--- config.mk ---
export PLATFORM = sky130hd
export DESIGN_NAME = trigger_output_port_mux
export DESIGN_NICKNAME = d
export VERILOG_FILES = /design/src/logic/trig_port_pkg.sv /design/src/logic/trigger_output_port_mux.sv
export SDC_FILE = /design/constraint.sdc
export NUM_CORES = 1
export LEC_CHECK = 0
export ABC_AREA = 1
export BUFFER_PORTS_ARGS = -buffer_cell sky130_fd_sc_hd__buf_2
export CAP_MARGIN = 15
export CELL_PAD_IN_SITES_DETAIL_PLACEMENT = 0
export CELL_PAD_IN_SITES_GLOBAL_PLACEMENT = 2
export CORE_ASPECT_RATIO = 0.8
export CORE_MARGIN = 2
export CORE_UTILIZATION = 34
export CTS_CLUSTER_SIZE = 20
export DETAILED_ROUTE_END_ITERATION = 8
export PLACE_DENSITY = 0.89
export RECOVER_POWER = 25
export SLEW_MARGIN = 20
export SYNTH_ARGS = -nofsm -noshare
export SYNTH_HDL_FRONTEND = slang
export SYNTH_SLANG_ARGS = --single-unit
export TNS_END_PERCENT = 10
--- constraint.sdc ---
create_clock -name CLK_SYS -period 5.1 [get_ports CLK_SYS]
set_clock_uncertainty 0.1 [all_clocks]
set_input_delay 0.255 -clock CLK_SYS [delete_from_list [all_inputs] [get_ports CLK_SYS]]
set_output_delay 0.255 -clock CLK_SYS [all_outputs]
set_load 0.005 [all_outputs]
--- src/logic/trig_port_pkg.sv ---
// How it works
// RULE1: Value register bits 7..0 hold port levels; 31..8 read as zero.
// RULE2: Port bits 7..5 always follow the value register directly.
// RULE3: Port bit 4 shows value bit 4, or the combined trigger if selected.
// RULE4: Port bits 3..0 show value bits, or their channel trigger if selected.
// RULE5: The trigger pulse width for bits 3..0 comes from setup bits 31..29.
// RULE6: One width setting applies to every one of bits 3..0 configured as a trigger output.
// RULE7: Codes 000 to 011 give 1 ms, 200 us, 20 us, 5 us; codes 1xx toggle.
// RULE8: Setup bits 28..5 are reserved, read as zero and have no effect.
// RULE9: Toggle flips the bit per event; a pulse stays high for the width.
package trig_port_pkg;
  localparam int ADDR_W = 8;
  localparam logic [7:0] ADDR_VALUE = 8'h00;
  localparam logic [7:0] ADDR_SETUP = 8'h04;
  localparam int SEL_LSB = 0;
  localparam int SEL_W = 5;
  localparam int WIDTH_LSB = 29;
  localparam int WIDTH_W = 3;
  localparam int TOGGLE_BIT = 2;
  localparam int CNT_W = 18;
  localparam logic [1:0] RESP_OKAY = 2'h0;
  localparam logic [1:0] RESP_SLVERR = 2'h2;
  // Times in ns, cycle counts derived from the 4 ns clock
  localparam int CLK_PERIOD_NS = 4;
  localparam int T_1MS_NS = 1000000;
  localparam int T_200US_NS = 200000;
  localparam int T_20US_NS = 20000;
  localparam int T_5US_NS = 5000;
  localparam int CYC_1MS = T_1MS_NS / CLK_PERIOD_NS;
  localparam int CYC_200US = T_200US_NS / CLK_PERIOD_NS;
  localparam int CYC_20US = T_20US_NS / CLK_PERIOD_NS;
  localparam int CYC_5US = T_5US_NS / CLK_PERIOD_NS;
  localparam logic [7:0] VALUE_RST = 8'h00;
  localparam logic [4:0] SEL_RST = 5'h00;
  localparam logic [2:0] WIDTH_RST = 3'h0;
endpackage : trig_port_pkg

--- src/logic/trigger_output_port_mux.sv ---
`timescale 1ns/1ps
module trigger_output_port_mux #(
  parameter logic [17:0] CYC_1MS = 18'(trig_port_pkg::CYC_1MS),
  parameter logic [17:0] CYC_200US = 18'(trig_port_pkg::CYC_200US),
  parameter logic [17:0] CYC_20US = 18'(trig_port_pkg::CYC_20US),
  parameter logic [17:0] CYC_5US = 18'(trig_port_pkg::CYC_5US)
) (
  input wire logic CLK_SYS,
  input wire logic RST,
  input wire logic [7:0] AWADDR,
  input wire logic AWVALID,
  output logic AWREADY,
  input wire logic [31:0] WDATA,
  input wire logic [3:0] WSTRB,
  input wire logic WVALID,
  output logic WREADY,
  output logic [1:0] BRESP,
  output logic BVALID,
  input wire logic BREADY,
  input wire logic [7:0] ARADDR,
  input wire logic ARVALID,
  output logic ARREADY,
  output logic [31:0] RDATA,
  output logic [1:0] RRESP,
  output logic RVALID,
  input wire logic RREADY,
  input wire logic [3:0] CHANNEL_TRIGGER_OUTPUT,
  input wire logic COMBINED_TRIG,
  output logic [7:0] PORT_OUT
);

  typedef struct packed {
    logic [7:0] port_value_reg;
    logic [4:0] sel;
    logic [2:0] width;
    logic [3:0][17:0] cnt;
    logic [3:0] tog;
    logic [7:0] port;
    logic aw_got;
    logic [7:0] awaddr;
    logic w_got;
    logic [31:0] wdata;
    logic [3:0] wstrb;
    logic bvalid;
    logic [1:0] bresp;
    logic rvalid;
    logic [31:0] rdata;
    logic [1:0] rresp;
  } state_t;

  localparam state_t STATE_RST = '{
    port_value_reg: trig_port_pkg::VALUE_RST,
    sel: trig_port_pkg::SEL_RST,
    width: trig_port_pkg::WIDTH_RST,
    default: '0
  };

  state_t s;
  state_t next_s;
  logic aw_hs;
  logic w_hs;
  logic ar_hs;

  // Pulse length for a width code; toggle codes never load the counter
  function automatic logic [17:0] width_cycles(input logic [2:0] w);
    case (w[1:0])
      2'h0: width_cycles = CYC_1MS;
      2'h1: width_cycles = CYC_200US;
      2'h2: width_cycles = CYC_20US;
      default: width_cycles = CYC_5US;
    endcase
  endfunction : width_cycles

  // Only the two word addresses are mapped
  function automatic logic addr_hit(input logic [7:0] a);
    addr_hit = (a == trig_port_pkg::ADDR_VALUE) ||
      (a == trig_port_pkg::ADDR_SETUP);
  endfunction : addr_hit

  // Readies drop while a write answer waits, so one write is in flight
  assign AWREADY = !s.aw_got && !s.bvalid;
  assign WREADY = !s.w_got && !s.bvalid;
  assign ARREADY = !s.rvalid;
  assign aw_hs = AWVALID && AWREADY;
  assign w_hs = WVALID && WREADY;
  assign ar_hs = ARVALID && ARREADY;
  assign BVALID = s.bvalid;
  assign BRESP = s.bresp;
  assign RVALID = s.rvalid;
  assign RDATA = s.rdata;
  assign RRESP = s.rresp;
  assign PORT_OUT = s.port;

  // Next state: bus slave, trigger shapers and port mux
  always_comb begin
    next_s = s;
    if (aw_hs) begin
      next_s.aw_got = 1'b1;
      next_s.awaddr = AWADDR;
    end
    if (w_hs) begin
      next_s.w_got = 1'b1;
      next_s.wdata = WDATA;
      next_s.wstrb = WSTRB;
    end
    if (next_s.aw_got && next_s.w_got) begin
      next_s.aw_got = 1'b0;
      next_s.w_got = 1'b0;
      next_s.bvalid = 1'b1;
      next_s.bresp = addr_hit(next_s.awaddr) ? trig_port_pkg::RESP_OKAY :
        trig_port_pkg::RESP_SLVERR;
      case (next_s.awaddr)
        trig_port_pkg::ADDR_VALUE: begin
          if (next_s.wstrb[0]) begin
            next_s.port_value_reg = next_s.wdata[7:0]; // RULE1
          end
        end
        trig_port_pkg::ADDR_SETUP: begin
          // Reserved bits are simply not stored
          if (next_s.wstrb[0]) begin
            next_s.sel = next_s.wdata[4:0]; // RULE8
          end
          if (next_s.wstrb[3]) begin
            next_s.width = next_s.wdata[31:29]; // RULE5
          end
        end
        default: begin
        end
      endcase
    end else if (s.bvalid && BREADY) begin
      next_s.bvalid = 1'b0;
    end
    if (s.rvalid && RREADY) begin
      next_s.rvalid = 1'b0;
    end
    if (ar_hs) begin
      next_s.rvalid = 1'b1;
      next_s.rresp = addr_hit(ARADDR) ? trig_port_pkg::RESP_OKAY :
        trig_port_pkg::RESP_SLVERR;
      case (ARADDR)
        trig_port_pkg::ADDR_VALUE:
          next_s.rdata = {24'h000000, s.port_value_reg}; // RULE1
        trig_port_pkg::ADDR_SETUP:
          next_s.rdata = {s.width, 24'h000000, s.sel}; // RULE8
        default: next_s.rdata = 32'h00000000;
      endcase
    end
    // A new event restarts the pulse, so bursts stretch the output
    for (int i = 0; i < 4; i++) begin
      if (s.cnt[i] != 18'h00000) begin
        next_s.cnt[i] = s.cnt[i] - 18'h00001; // RULE9
      end
      if (CHANNEL_TRIGGER_OUTPUT[i]) begin
        if (s.width[trig_port_pkg::TOGGLE_BIT]) begin
          next_s.tog[i] = ~s.tog[i]; // RULE9
        end else begin
          next_s.cnt[i] = width_cycles(s.width); // RULE6 RULE7
        end
      end
      next_s.port[i] = !s.sel[i] ? s.port_value_reg[i] : // RULE4
        s.width[trig_port_pkg::TOGGLE_BIT] ? s.tog[i] : // RULE7
        (s.cnt[i] != 18'h00000);
    end
    next_s.port[4] = s.sel[4] ? COMBINED_TRIG : s.port_value_reg[4]; // RULE3
    next_s.port[7:5] = s.port_value_reg[7:5]; // RULE2
  end

  // Single state register with synchronous reset
  always_ff @(posedge CLK_SYS) begin
    if (RST) begin
      s <= STATE_RST;
    end else begin
      s <= next_s;
    end
  end
endmodule : trigger_output_port_mux

==> impl_metrics.csv <==
group,metric,value,unit
status,status,"finished clean",
die,dieArea,0.0225,mm^2
setup_path,reg2reg_slack,2360,ps
sta,fin_hold_ws,16.6,ps
synth,yosysWarnings,0,
finish,antenna_cells,0,
synth,ys_seq_area_share,38.1,%
sta,setup_viol,0,
grt,gr-usage-all-layers,16.3,%
power,p_total,3.02,mW
die,initial_core_util,34.8,%
sta,period_share,53.8,%
finish,syn2layout_area_growth,12.2,%
grt,grt_max_degree,60,
synth,synth_area_per_cell,6.94,um^2
hold_path,holdCritStartpoint,"COMBINED_TRIG",
setup_path,worst_setup_path_end_kind,"flip-flop",
grt,first_global_vias,5775,
setup_path,rr_worst_depth,9,
synth,syn-cell-area,0.00725,mm^2
setup_path,crit_chain,"nor2_1 > nand2_1 > o21ai_0 > nand2_4 > nor2_8 > nand3_2 > nand2_1 > inv_1 > nor2_1",
setup_path,timing.rr.end,"s[174]$_SDFFE_PP0P_",
routing,top_layer,"met4",
die,rows,47,
clock_network,cts_tree,"yes",
setup_path,path_max_fanout,16,
synth,synth.distinct_cells,41,
setup_path,r2r_start,"BVALID$_SDFFE_PP0P_",
setup_path,required,5370,ps
routing,first_iter_violations,369,
hold_path,holdPathEnd,"PORT_OUT[4]$_SDFF_PP0_",
routing,wl_per_cell,13.1,um
routing,antenna_left,0,
hold_path,hold_depth,3,
setup_path,arrival,3010,ps
power,peakVddDrop,181,uV
setup_path,crit_slowest_cell,"nor2_1",
routing,wirelength,18000,um
sta,fin_crit,2740,ps
routing,wl_met1,9600,um
sta,slew_headroom,41.0,%
setup_path,crit_path_start_kind,"flip-flop",
clock_network,cts.reportedPaths.clkPinSlew,60,ps
die,coreArea,0.0208,mm^2
place,numPortBuffers,66,
routing,vias_per_cell,4.57,
power,power_density,372,mW/mm^2
hold_path,hold_class,"in2reg",
place,dpl.hpwl,12600,um
finish,final_nets,1158,
job,cap_violations,0,
clock_network,clk_path_buf_depth,2,
sta,setup-tns-final,0,ps
clock_network,cts_root_buf,"clkbuf_16",
clock_network,insertion_delay,430,ps
routing,routed-wl-met3,598,um
die,boundaryPins,113,
grt,antenna_found_initial,0,
clock_network,cts.htree.levels,4,
synth,synth_edf_count,0,
sta,finalMaxSlewViolations,0,
sta,hold_violations,0,
grt,overflow,0,
synth,netlist_instances,1045,
sta,worst_slew_pin_slew,882,ps
place,globalplace.congestion,0.803,
clock_network,numClockSinks,138,
clock_network,cts_buffers,17,
routing,drcViolationCount,0,
finish,drive_above_1_share,10.6,%
grt,grt_pass1_wl,29500,um
die,die_h,135,um
power,p_leak,3.84,nW
routing,num_vias,6245,
setup_path,crit_type,"reg2reg",
routing,wl_met2,7580,um
synth,synth_ff_type,"dfxtp_1",
synth,async_flop_share,0,%
sta,grt_setup_unrepaired,"no",
setup_path,slowest_delay,510,ps
die,die_w,167,um
routing,drtPass1Iterations,5,
sta,timing.fmax,365,MHz
synth,synth_seq_cells,138,
where the power goes:
group / switching (mW) / internal, mW
registers: 0.0526 / 1.16
clock network: 0.511 / 0.737
logic: 0.367 / 0.194
total: 0.931 / 2.09
how the worst max path moves through the flow:
stage / startpoint / end / depth (start not counted)
after floorplan: s[132]$_SDFF_PP0_ / s[138]$_SDFF_PP0_ / 8
after global placement: s[150]$_SDFF_PP0_ / s[151]$_SDFF_PP0_ / 8
after detailed placement: s[150]$_SDFF_PP0_ / s[151]$_SDFF_PP0_ / 8
after CTS: s[150]$_SDFF_PP0_ / s[151]$_SDFF_PP0_ / 8
after global routing: BVALID$_SDFFE_PP0P_ / s[174]$_SDFFE_PP0P_ / 9
final: BVALID$_SDFFE_PP0P_ / s[174]$_SDFFE_PP0P_ / 9
flip-flops by register name, indices dropped and copies added (netlist names):
name,count
s,112
RDATA,11
PORT_OUT,8
next_s,3
BRESP,1
BVALID,1
RRESP,1
RVALID,1
kinds of logic (layout without fill, tap and decap cells):
group,after synthesis,in the layout,synth area share [%]
simple gates,512,512,30.8
buf+inv,191,222,12.5
compound gates,142,142,10.6
flops,138,138,38.1
xor+xnor,52,52,6.28
fa+ha+maj,9,9,1.55
other cells,1,23,0.0517
routing by layer:
metal  track usage, %  up-vias
met5                0        -
met4             5.17        0
met3             3.31       16
met2             24.7      102
met1             23.4     2789
li1                 -     3338
cells in the final DEF, fill, tap and decap left out, drive strengths merged:
cell type	n
nand2	216
nor2	181
dfxtp	138
inv	121
a21oi	65
buf	60
o21ai	56
nand3	51
xor2	34
nand4	28
clkbuf	28
conb	23
xnor2	18
or2	12
nor3	11
ha	9
nand3b	8
clkinv	8
a31oi	6
o211ai	5
o21bai	4
a22oi	3
nor3b	3
and2	2
bufinv	2
dlygate4sd3	2
o21a	1
a211oi	1
a21boi	1
clkinvlp	1
cells in the mapped netlist, types with 2 or more instances:
| cell type | count | share of area, % |
|---|---|---|
| o21ai_1 | 3 | 0.21 |
| o211ai_1 | 5 | 0.52 |
| nor3b_1 | 3 | 0.31 |
| buf_1 | 4 | 0.21 |
| nand2_2 | 4 | 0.35 |
| inv_1 | 118 | 6.1 |
| buf_4 | 45 | 4.7 |
| nor2_1 | 175 | 9.1 |
| nand4_1 | 27 | 2.3 |
| xor2_1 | 34 | 4.1 |
| and2_1 | 2 | 0.17 |
| buf_6 | 2 | 0.31 |
| dfxtp_1 | 138 | 38 |
| nor2_4 | 4 | 0.62 |
| o21bai_1 | 4 | 0.41 |
| ha_1 | 9 | 1.6 |
| nor3_1 | 11 | 0.76 |
| nand2_1 | 211 | 11 |
| buf_2 | 7 | 0.48 |
| a22oi_1 | 3 | 0.31 |
| o21ai_0 | 51 | 3.5 |
| or2_2 | 12 | 1.0 |
| nand3b_1 | 8 | 0.83 |
| clkbuf_1 | 14 | 0.72 |
| a21oi_1 | 65 | 4.5 |
| xnor2_1 | 18 | 2.2 |
| a31oi_1 | 6 | 0.52 |
| nand3_1 | 49 | 3.4 |
critical path, delay by kind of cell, from the launching register on:
kind	cells	cell delay [ps]
simple gates	7	1710
compound gates	1	480
flops	1	340
buf+inv	1	40
cell type report:
cell class	instances	area, um^2
fill	2233	12700
multi-input combinational	738	3640
sequential	138	2760
inverter	119	447
clock buffer	19	443
timing repair buffer	71	362
tap	269	337
clock inverter	13	144
metrics by stage:
step | util (%) | setup slack, ps | std cells | cell area (um^2)
after floorplan | - | 3340 | 1067 | 7330
final | 39.1 | 2360 | 1367 | 8140
after global placement | 36.3 | 2620 | 1333 | 7560
after CTS | 39.2 | 2620 | 1367 | 8170
after detailed placement | 36.3 | 2640 | 1333 | 7560
after global routing | 39.1 | 2020 | 1367 | 8140
timing repair:
| item | CTS | global route |
|---|---|---|
| setup buffers | 0 | 0 |
| hold buffers | 2 | 0 |
| hold endpoints to repair | 2 | 0 |
| gates resized for setup | 0 | 0 |
Power figures use the tool's default switching activity.
